$ cat src/ala_pkg.sv
package ala_pkg;

  // Register placement on the CPU port (byte addresses, 16-bit word).
  localparam logic [7:0]  ADV_ADDR_LO   = 8'h58;
  localparam logic [7:0]  ADV_ADDR_HI   = 8'h59;
  localparam logic [15:0] ADV_RESET     = 16'h01a0;

  // Field positions.
  localparam int          NEXT_PAGE_BIT = 15;
  localparam int          FAULT_HI_BIT  = 13;
  localparam int          FAULT_LO_BIT  = 12;
  localparam int          ASYM_BIT      = 8;
  localparam int          PAUSE_BIT     = 7;
  localparam int          HALF_DUP_BIT  = 6;
  localparam int          FULL_DUP_BIT  = 5;

  // Writable positions and positions fixed at one.
  localparam logic [15:0] ADV_WR_MASK   = 16'hb180;
  localparam logic [15:0] ADV_FAULT_MASK = 16'h3000;
  localparam logic [15:0] ADV_FIXED_ONE = 16'h0020;

  // One access from the generic CPU port.
  typedef struct packed {
    logic        wr;
    logic        rd;
    logic [7:0]  addr;
    logic [1:0]  be;
    logic [15:0] wdata;
  } ala_cpu_req_s;

endpackage

$ cat src/ala_adv_reg.sv
`timescale 1ns/1ps

// Operation
// RULE_01 - Software restarts negotiation after non-default write.
// RULE_02 - Pause bits are the requested flow-control mode.
// RULE_03 - Resolved flow mode reported elsewhere, not here.
// RULE_04 - Bit 15 advertises a next-page request.
// RULE_05 - Bits 13:12 carry remote-fault code, bit 12 first.
// RULE_06 - Remote-fault bits clear after successful page exchange.
// RULE_07 - Bit 8 selects asymmetric or symmetric pause.
// RULE_08 - Bit 7 set advertises able and willing pause.
// RULE_09 - Bit 7 clear advertises no pause.
// RULE_10 - Half-duplex bit always reads zero.
// RULE_11 - Full-duplex bit always reads one.
// RULE_12 - Only bits 7, 8, 12, 13, 15 writable.
// RULE_13 - Reserved bits read zero, read-only writes ignored.
module ala_adv_reg (
  input  wire logic                  clk_sys_i,
  input  wire logic                  srst_i,
  input  wire ala_pkg::ala_cpu_req_s cpu_req_i,
  input  wire logic                  page_exch_done_i,
  input  wire logic                  coding_sublayer_mode_i,
  input  wire logic                  an_disable_i,
  output logic [15:0]                cpu_rdata_o,
  output logic                       cpu_rvalid_o,
  output logic [15:0]                adv_page_o,
  output logic                       next_page_request_o,
  output logic [1:0]                 remote_fault_code_o,
  output logic                       pause_req_valid_o,
  output logic                       asymmetric_pause_request_o,
  output logic                       pause_request_o
);

  logic [15:0] adv;
  logic [15:0] next_adv;
  logic [15:0] next_cpu_rdata;
  logic        next_cpu_rvalid;
  logic        next_next_page;
  logic [1:0]  next_fault_code;
  logic        next_pause_valid;
  logic        next_asym;
  logic        next_pause;
  logic        hit;
  logic [15:0] lane_mask;

  // Both byte addresses of the word select the register; lanes pick the bytes.
  function automatic logic addr_hit(input logic [7:0] a);
    addr_hit = (a == ala_pkg::ADV_ADDR_LO) || (a == ala_pkg::ADV_ADDR_HI);
  endfunction

  always_comb begin
    hit            = addr_hit(cpu_req_i.addr);
    lane_mask      = {{8{cpu_req_i.be[1]}}, {8{cpu_req_i.be[0]}}};
    next_adv       = adv;
    // A completed page exchange drops the fault code. A software write in the
    // same cycle is applied after it, so a freshly written code is not lost.
    if (page_exch_done_i) begin
      next_adv = next_adv & ~ala_pkg::ADV_FAULT_MASK; // RULE_06
    end
    if (cpu_req_i.wr && hit) begin
      next_adv = (next_adv & ~(ala_pkg::ADV_WR_MASK & lane_mask))
               | (cpu_req_i.wdata & ala_pkg::ADV_WR_MASK & lane_mask); // RULE_12
    end
    // Everything outside the writable set is forced to its fixed value.
    next_adv = (next_adv & ala_pkg::ADV_WR_MASK) | ala_pkg::ADV_FIXED_ONE; // RULE_13 RULE_10 RULE_11

    next_cpu_rvalid = cpu_req_i.rd;
    next_cpu_rdata  = 16'h0000;
    if (cpu_req_i.rd && hit) begin
      next_cpu_rdata = adv;
    end

    next_next_page   = next_adv[ala_pkg::NEXT_PAGE_BIT]; // RULE_04
    next_fault_code  = {next_adv[ala_pkg::FAULT_LO_BIT], next_adv[ala_pkg::FAULT_HI_BIT]}; // RULE_05
    // The requested mode only matters while the sublayer negotiates; the
    // resolved result belongs to the sublayer status and never lands here.
    next_pause_valid = coding_sublayer_mode_i && !an_disable_i; // RULE_02 RULE_03
    next_asym        = next_pause_valid && next_adv[ala_pkg::ASYM_BIT]; // RULE_07
    next_pause       = next_pause_valid && next_adv[ala_pkg::PAUSE_BIT]; // RULE_08 RULE_09
  end

  always_ff @(posedge clk_sys_i) begin
    if (srst_i) begin
      adv                        <= ala_pkg::ADV_RESET;
      cpu_rdata_o                <= 16'h0000;
      cpu_rvalid_o               <= 1'b0;
      adv_page_o                 <= ala_pkg::ADV_RESET;
      next_page_request_o        <= 1'b0;
      remote_fault_code_o        <= 2'h0;
      pause_req_valid_o          <= 1'b0;
      asymmetric_pause_request_o <= 1'b0;
      pause_request_o            <= 1'b0;
    end else begin
      adv                        <= next_adv;
      cpu_rdata_o                <= next_cpu_rdata;
      cpu_rvalid_o               <= next_cpu_rvalid;
      adv_page_o                 <= next_adv;
      next_page_request_o        <= next_next_page;
      remote_fault_code_o        <= next_fault_code;
      pause_req_valid_o          <= next_pause_valid;
      asymmetric_pause_request_o <= next_asym;
      pause_request_o            <= next_pause;
    end
  end

  AST_FIXED_BITS: assert property (@(posedge clk_sys_i) disable iff (srst_i) // RULE_10 RULE_11 RULE_13
    (adv_page_o & ~ala_pkg::ADV_WR_MASK) == ala_pkg::ADV_FIXED_ONE)
    else $error("Fixed or reserved advertisement bits wrong.");

  AST_WRITE_HI: assert property (@(posedge clk_sys_i) disable iff (srst_i) // RULE_04 RULE_12
    cpu_req_i.wr && addr_hit(cpu_req_i.addr) && cpu_req_i.be[1]
    |=> adv_page_o[15] == $past(cpu_req_i.wdata[15]) && next_page_request_o == adv_page_o[15])
    else $error("Next-page bit did not follow the write.");

  AST_WRITE_LO: assert property (@(posedge clk_sys_i) disable iff (srst_i) // RULE_12
    cpu_req_i.wr && addr_hit(cpu_req_i.addr) && cpu_req_i.be[0]
    |=> adv_page_o[7] == $past(cpu_req_i.wdata[7]))
    else $error("Pause bit did not follow the write.");

  AST_FAULT_CLEAR: assert property (@(posedge clk_sys_i) disable iff (srst_i) // RULE_06
    page_exch_done_i && !(cpu_req_i.wr && addr_hit(cpu_req_i.addr) && cpu_req_i.be[1])
    |=> adv_page_o[13:12] == 2'h0 && remote_fault_code_o == 2'h0)
    else $error("Remote fault not cleared after page exchange.");

  AST_FAULT_ORDER: assert property (@(posedge clk_sys_i) disable iff (srst_i) // RULE_05
    remote_fault_code_o == {adv_page_o[12], adv_page_o[13]})
    else $error("Remote fault code order wrong.");

  AST_PAUSE_REQ: assert property (@(posedge clk_sys_i) disable iff (srst_i) // RULE_02 RULE_07 RULE_08 RULE_09
    ##1 (pause_req_valid_o == ($past(coding_sublayer_mode_i) && !$past(an_disable_i)))
    && (pause_request_o == (pause_req_valid_o && adv_page_o[7]))
    && (asymmetric_pause_request_o == (pause_req_valid_o && adv_page_o[8])))
    else $error("Requested flow-control mode wrong.");

  AST_HOLD: assert property (@(posedge clk_sys_i) disable iff (srst_i) // RULE_03
    !cpu_req_i.wr && !page_exch_done_i |=> $stable(adv_page_o))
    else $error("Advertisement changed without a cause.");

  AST_READ: assert property (@(posedge clk_sys_i) disable iff (srst_i) // RULE_13
    cpu_req_i.rd |=> cpu_rvalid_o
    && cpu_rdata_o == ($past(addr_hit(cpu_req_i.addr)) ? $past(adv_page_o) : 16'h0000))
    else $error("Read data wrong.");

  AST_RESET: assert property (@(posedge clk_sys_i) // RULE_12
    $past(srst_i) && !srst_i |-> adv_page_o == ala_pkg::ADV_RESET)
    else $error("Reset value wrong.");

  // Per-bit write strobes, built from the byte enables apart from the lane mask
  // above, so a slip in the lane mapping shows up in the checks.
  logic [15:0] bit_wr;

  for (genvar gi = 0; gi < 16; gi++) begin : g_adv_bit
    assign bit_wr[gi] = cpu_req_i.wr && hit && cpu_req_i.be[gi / 8]
                        && ala_pkg::ADV_WR_MASK[gi];

    if (ala_pkg::ADV_WR_MASK[gi]) begin : g_writable
      AST_BIT_WRITE: assert property (@(posedge clk_sys_i) disable iff (srst_i) // RULE_12
        bit_wr[gi]
        |=> adv_page_o[gi] == $past(cpu_req_i.wdata[gi]))
        else $error("Writable advertisement bit did not take the write.");

      AST_BIT_HOLD: assert property (@(posedge clk_sys_i) disable iff (srst_i) // RULE_06
        !bit_wr[gi] && !(page_exch_done_i && ala_pkg::ADV_FAULT_MASK[gi])
        |=> $stable(adv_page_o[gi]))
        else $error("Writable advertisement bit changed without a cause.");
    end else begin : g_fixed
      AST_BIT_FIXED: assert property (@(posedge clk_sys_i) disable iff (srst_i) // RULE_13
        adv_page_o[gi] == ala_pkg::ADV_FIXED_ONE[gi])
        else $error("Read-only advertisement bit left its fixed value.");
    end
  end

  AST_HALF_DUP: assert property (@(posedge clk_sys_i) disable iff (srst_i) // RULE_10
    !adv_page_o[ala_pkg::HALF_DUP_BIT])
    else $error("Half-duplex ability advertised.");

  AST_FULL_DUP: assert property (@(posedge clk_sys_i) disable iff (srst_i) // RULE_11
    adv_page_o[ala_pkg::FULL_DUP_BIT])
    else $error("Full-duplex ability not advertised.");

  AST_RESERVED: assert property (@(posedge clk_sys_i) disable iff (srst_i) // RULE_13
    (adv_page_o & ~(ala_pkg::ADV_WR_MASK | ala_pkg::ADV_FIXED_ONE)) == 16'h0000)
    else $error("Reserved advertisement bit set.");

  AST_NEXT_PAGE: assert property (@(posedge clk_sys_i) disable iff (srst_i) // RULE_04
    next_page_request_o == adv_page_o[ala_pkg::NEXT_PAGE_BIT])
    else $error("Next-page request does not match the page.");

  // The code is sent with bit 12 first, so each value is checked against
  // the two page bits in that order rather than against a shifted copy.
  AST_FAULT_NONE: assert property (@(posedge clk_sys_i) disable iff (srst_i) // RULE_05
    adv_page_o[13:12] == 2'h0
    |-> remote_fault_code_o == 2'h0)
    else $error("No-error fault code wrong.");

  AST_FAULT_OFFLINE: assert property (@(posedge clk_sys_i) disable iff (srst_i) // RULE_05
    adv_page_o[13:12] == 2'h2
    |-> remote_fault_code_o == 2'h1)
    else $error("Offline fault code wrong.");

  AST_FAULT_LINK: assert property (@(posedge clk_sys_i) disable iff (srst_i) // RULE_05
    adv_page_o[13:12] == 2'h1
    |-> remote_fault_code_o == 2'h2)
    else $error("Link-failure fault code wrong.");

  AST_FAULT_AN_ERR: assert property (@(posedge clk_sys_i) disable iff (srst_i) // RULE_05
    adv_page_o[13:12] == 2'h3
    |-> remote_fault_code_o == 2'h3)
    else $error("Negotiation-error fault code wrong.");

  AST_PAUSE_ON: assert property (@(posedge clk_sys_i) disable iff (srst_i) // RULE_02
    coding_sublayer_mode_i && !an_disable_i
    |=> pause_req_valid_o)
    else $error("Requested flow-control mode not offered.");

  AST_PAUSE_OFF: assert property (@(posedge clk_sys_i) disable iff (srst_i) // RULE_02
    !coding_sublayer_mode_i || an_disable_i
    |=> !pause_req_valid_o && !pause_request_o && !asymmetric_pause_request_o)
    else $error("Flow-control request offered while not negotiating.");

  AST_ASYM_GATED: assert property (@(posedge clk_sys_i) disable iff (srst_i) // RULE_07
    asymmetric_pause_request_o
    |-> pause_req_valid_o)
    else $error("Asymmetric pause requested while not negotiating.");

  AST_ASYM_FOLLOW: assert property (@(posedge clk_sys_i) disable iff (srst_i) // RULE_07
    pause_req_valid_o
    |-> asymmetric_pause_request_o == adv_page_o[ala_pkg::ASYM_BIT])
    else $error("Asymmetric pause request does not match the page.");

  AST_PAUSE_GATED: assert property (@(posedge clk_sys_i) disable iff (srst_i) // RULE_08
    pause_request_o
    |-> pause_req_valid_o)
    else $error("Pause requested while not negotiating.");

  AST_PAUSE_FOLLOW: assert property (@(posedge clk_sys_i) disable iff (srst_i) // RULE_08
    pause_req_valid_o
    |-> pause_request_o == adv_page_o[ala_pkg::PAUSE_BIT])
    else $error("Pause request does not match the page.");

  AST_NO_PAUSE: assert property (@(posedge clk_sys_i) disable iff (srst_i) // RULE_09
    !adv_page_o[ala_pkg::PAUSE_BIT]
    |-> !pause_request_o)
    else $error("Pause offered although the page bit is clear.");

  // The internal word and the outgoing page must never part: the resolved
  // mode has no home here, so nothing but the advertisement may reach it.
  AST_ADV_MIRROR: assert property (@(posedge clk_sys_i) disable iff (srst_i) // RULE_03
    adv_page_o == adv)
    else $error("Outgoing page differs from the register.");

  AST_UNMAPPED_WR: assert property (@(posedge clk_sys_i) disable iff (srst_i) // RULE_13
    cpu_req_i.wr && !addr_hit(cpu_req_i.addr) && !page_exch_done_i
    |=> $stable(adv_page_o))
    else $error("Write to another address changed the page.");

  AST_UNMAPPED_RD: assert property (@(posedge clk_sys_i) disable iff (srst_i) // RULE_13
    cpu_req_i.rd && !addr_hit(cpu_req_i.addr)
    |=> cpu_rvalid_o && cpu_rdata_o == 16'h0000)
    else $error("Read of another address returned data.");

  AST_RD_HIT: assert property (@(posedge clk_sys_i) disable iff (srst_i) // RULE_12
    cpu_req_i.rd && addr_hit(cpu_req_i.addr)
    |=> cpu_rdata_o == $past(adv))
    else $error("Read of the register returned the wrong word.");

  AST_RD_FIXED: assert property (@(posedge clk_sys_i) disable iff (srst_i) // RULE_10 RULE_11
    cpu_rvalid_o
    |-> (cpu_rdata_o & ~ala_pkg::ADV_WR_MASK) == ala_pkg::ADV_FIXED_ONE
        || cpu_rdata_o == 16'h0000)
    else $error("Read-only bits read back wrong.");

  // Read data is cleared between reads so that a stale word is never taken
  // for a fresh answer by a host that samples without the valid strobe.
  AST_RD_QUIET: assert property (@(posedge clk_sys_i) disable iff (srst_i) // RULE_13
    !cpu_req_i.rd
    |=> !cpu_rvalid_o && cpu_rdata_o == 16'h0000)
    else $error("Read answer without a read.");

  AST_RESET_OUTS: assert property (@(posedge clk_sys_i) // RULE_04
    $past(srst_i) && !srst_i
    |-> !cpu_rvalid_o && cpu_rdata_o == 16'h0000 && !next_page_request_o
        && remote_fault_code_o == 2'h0 && !pause_req_valid_o
        && !pause_request_o && !asymmetric_pause_request_o)
    else $error("Outputs not at their reset values.");

endmodule // ala_adv_reg

$ cat config.mk
export PLATFORM = sky130hd
export DESIGN_NAME = ala_adv_reg
export DESIGN_NICKNAME = d
export VERILOG_FILES = /design/src/ala_pkg.sv /design/src/ala_adv_reg.sv
export SDC_FILE = /design/constraint.sdc
export NUM_CORES = 1
export LEC_CHECK = 0
export BUFFER_PORTS_ARGS = -buffer_cell sky130_fd_sc_hd__buf_2
export CAP_MARGIN = 20
export CORE_MARGIN = 3
export CORE_UTILIZATION = 32
export DETAILED_ROUTE_END_ITERATION = 8
export PLACE_DENSITY_LB_ADDON = 0.2
export SYNTH_ARGS = -nofsm -noshare
export SYNTH_HDL_FRONTEND = slang
export SYNTH_SLANG_ARGS = --single-unit
$ cat constraint.sdc
create_clock -name clk_sys_i -period 0.9 [get_ports clk_sys_i]
set_input_delay 0.18 -clock clk_sys_i [delete_from_list [all_inputs] [get_ports clk_sys_i]]
set_output_delay 0.18 -clock clk_sys_i [all_outputs]
set_load 0.005 [all_outputs]
==> impl_metrics.ini <==
[run_status]
outcome = complete, but fails checks
violations = negative setup slack

[placed_design]
placed_area_sq_um = 882
place.gp.congestion = 0.649
placedCellCount = 139
place_ws_ps = -256
dp_hpwl_mm = 1.16
port_buffers = 38

[worst_setup_path]
slowest_delay_ps = 350
crit_path_cell_trace = buf_2
cp_top_family = flip-flops
crit_required_ps = 720
cp_max_fo = 3
crit_type = reg2out
crit_arrival_ps = 740
startpoint_type = flip-flop
end_kind = primary output
crit_slowest_cell = dfxtp_2
cp_num_buf_inv = 1

[logic_synthesis]
synthCells = 77
synth_area_leaders = dfxtp_1, buf_4, mux2i_1, and2_2, nand2b_1
yosysWarnings = 0
synth_compound_area_share_pct = 0
synth_adder_area_share_pct = 0
synth_cell_type_count = 17
synth_top_family_by_area = simple AND/OR/NAND/NOR gates
synthMuxAreaShare_pct = 9.35
synth_top_area_share_pct = 40.1
synth-xor-area-share_pct = 0
synth-simple-area-share_pct = 24.9
seq_area_frac_synth_pct = 40.1
yosys.area.top_type = dfxtp_1
syn_avg_cell_area_sq_um = 9.73
syn-cell-area_sq_um = 749
synth-seq-cells = 15

[timing]
finalHoldViolCount = 0
skew_ps = 1.89
setup-tns-final_ps = -78.9
timing.final.ws_setup_ps = -23.4
slew_violations = 0
period_share_pct = 103
rsz0062_at_grt = yes
min_period_ps = 923
setup_viol_count_final = 8
max_freq_ghz = 1.08

[clocking]
clk_pin_slew_ps = 80
h-tree-depth = 1
cts_tree = done
cts_max_path_buffers = 2
clk_latency_ps = 280
clock_sinks = 15
cts_hold_repair.buffers = 0
cts_buffers = 3
cts_root_buf = clkbuf_4

[cells_and_area]
final_common_cell = buf_2
nFillCells = 212
final_cell_mix = buf_2, conb_1, dfxtp_1
diodes = 0
multi_input_area_sq_um = 348
postLayoutCellArea_sq_um = 970
drive_above_1_share_pct = 51.7
final_nets = 154
seqCellArea_sq_um = 307
fin_cells = 147
syn2layout_area_growth_pct = 29.4

[pwr]
clkPwrFrac_pct = 32.2
leakagePower_nw = 0.554
power_density_nw_per_um2 = 1220
p_comb_share_pct = 10.8
power_switching_uw = 275
power_switching_share_pct = 23.3
p_int_uw = 906
seqPwrFrac_pct = 57.0
peakVddDrop_mv = 0.540

[global_routing]
antenna_found_initial = 0
overflow = 0
grt_usage_pct = 9.81
grt_pass1_vias = 524
grt_max_degree = 9
grt_pass1_wl_mm = 2.03

[flow_run]
max_cap_viol_count = 0

[detailed_routing]
wl_per_cell_um = 9.90
avgViaCountPerCell = 3.92
drt_wl_total_mm = 1.46
drc = 0
firstDrtPassIters = 2
drtIter0Drc = 3
vias = 576
drtAntennaViolNets = 0

[die]
dieArea_sq_um = 2960
rows = 16
dieWidth_um = 54.4
design.core.area_sq_um = 2080
io-pin-count = 72
start_util_pct = 36.0
die_h_um = 54.4

[hold_path]
worstHoldPathType = in2reg
==> flip-flops by register name (all words and copies together) (netlist names) <==
name	cells
adv	3
asymmetric_pause_request_o	1
cpu_rdata_o	6
cpu_rvalid_o	1
next_page_request_o	1
pause_req_valid_o	1
pause_request_o	1
remote_fault_code_o	1
==> cell type report <==
cell class	count	share of cell area, %
flip-flops and latches	15	31.6
clock buffers	4	2.71
multi-input cells	56	35.9
well taps	27	3.48
repair buffers	45	26.3
==> repair_timing <==
action | CTS | global route
gates resized for setup | 5 | 5
endpoints found under the setup margin | 11 | 28
buffers inserted | 4 | 0
==> synth_stat cells <==
cell type,n
and3_1,1
and2_2,5
nand2b_1,4
nor2_1,5
nand3_2,1
nor2b_1,1
and3b_1,1
nor4b_4,1
nand3_1,1
dfxtp_1,15
buf_2,1
nor3b_2,1
mux2i_1,7
conb_1,2
nand2_1,6
buf_4,24
and4b_1,1
==> metrics by stage <==
stage          util [%]  power, mW  hold slack, ps
2_1_floorplan         -      0.809             259
5_1_grt            46.6       1.24             144
3_3_place_gp       42.4      0.811             438
3_5_place_dp       42.4      0.812             432
4_1_cts            45.4       1.20             125
6_report           46.6       1.18             138
==> power groups by stage <==
stage | combinational [mW] | clock [mW] | sequential (mW)
finish | 0.128 | 0.380 | 0.673
global placement | 0.122 | 0 | 0.689
CTS | 0.124 | 0.406 | 0.673
floorplan | 0.119 | 0 | 0.690
global route | 0.145 | 0.422 | 0.674
detailed placement | 0.123 | 0 | 0.689
==> worst paths after layout <==
check	start	to	slack, ps	depth (start not counted)
min	cpu_req_i[13]	remote_fault_code_o[0]$_SDFF_PP0_	140	3
max	adv[12]$_SDFF_PP0_	adv_page_o[12]	-20	1
min reg2reg	remote_fault_code_o[0]$_SDFF_PP0_	remote_fault_code_o[0]$_SDFF_PP0_	470	2
max reg2reg	adv[8]$_SDFF_PP1_	adv[8]$_SDFF_PP1_	160	3
==> kinds of logic (layout without fill, tap and decap cells) <==
kind of cell / count (synthesis) / count (layout)
buffers and inverters: 25 / 49
DFF: 15 / 15
muxes: 7 / 7
other: 2 / 21
and+or+nand+nor: 28 / 28
==> per-layer routing <==
metal  track usage, %  share of wire, %  vias up
met5                0                 0        -
met4             4.98               1.3        0
met3             3.00                16        2
met2             17.5                44       44
met1             10.2                40      241
li1                 -                 -      289
(Power assumes the default switching activity.)
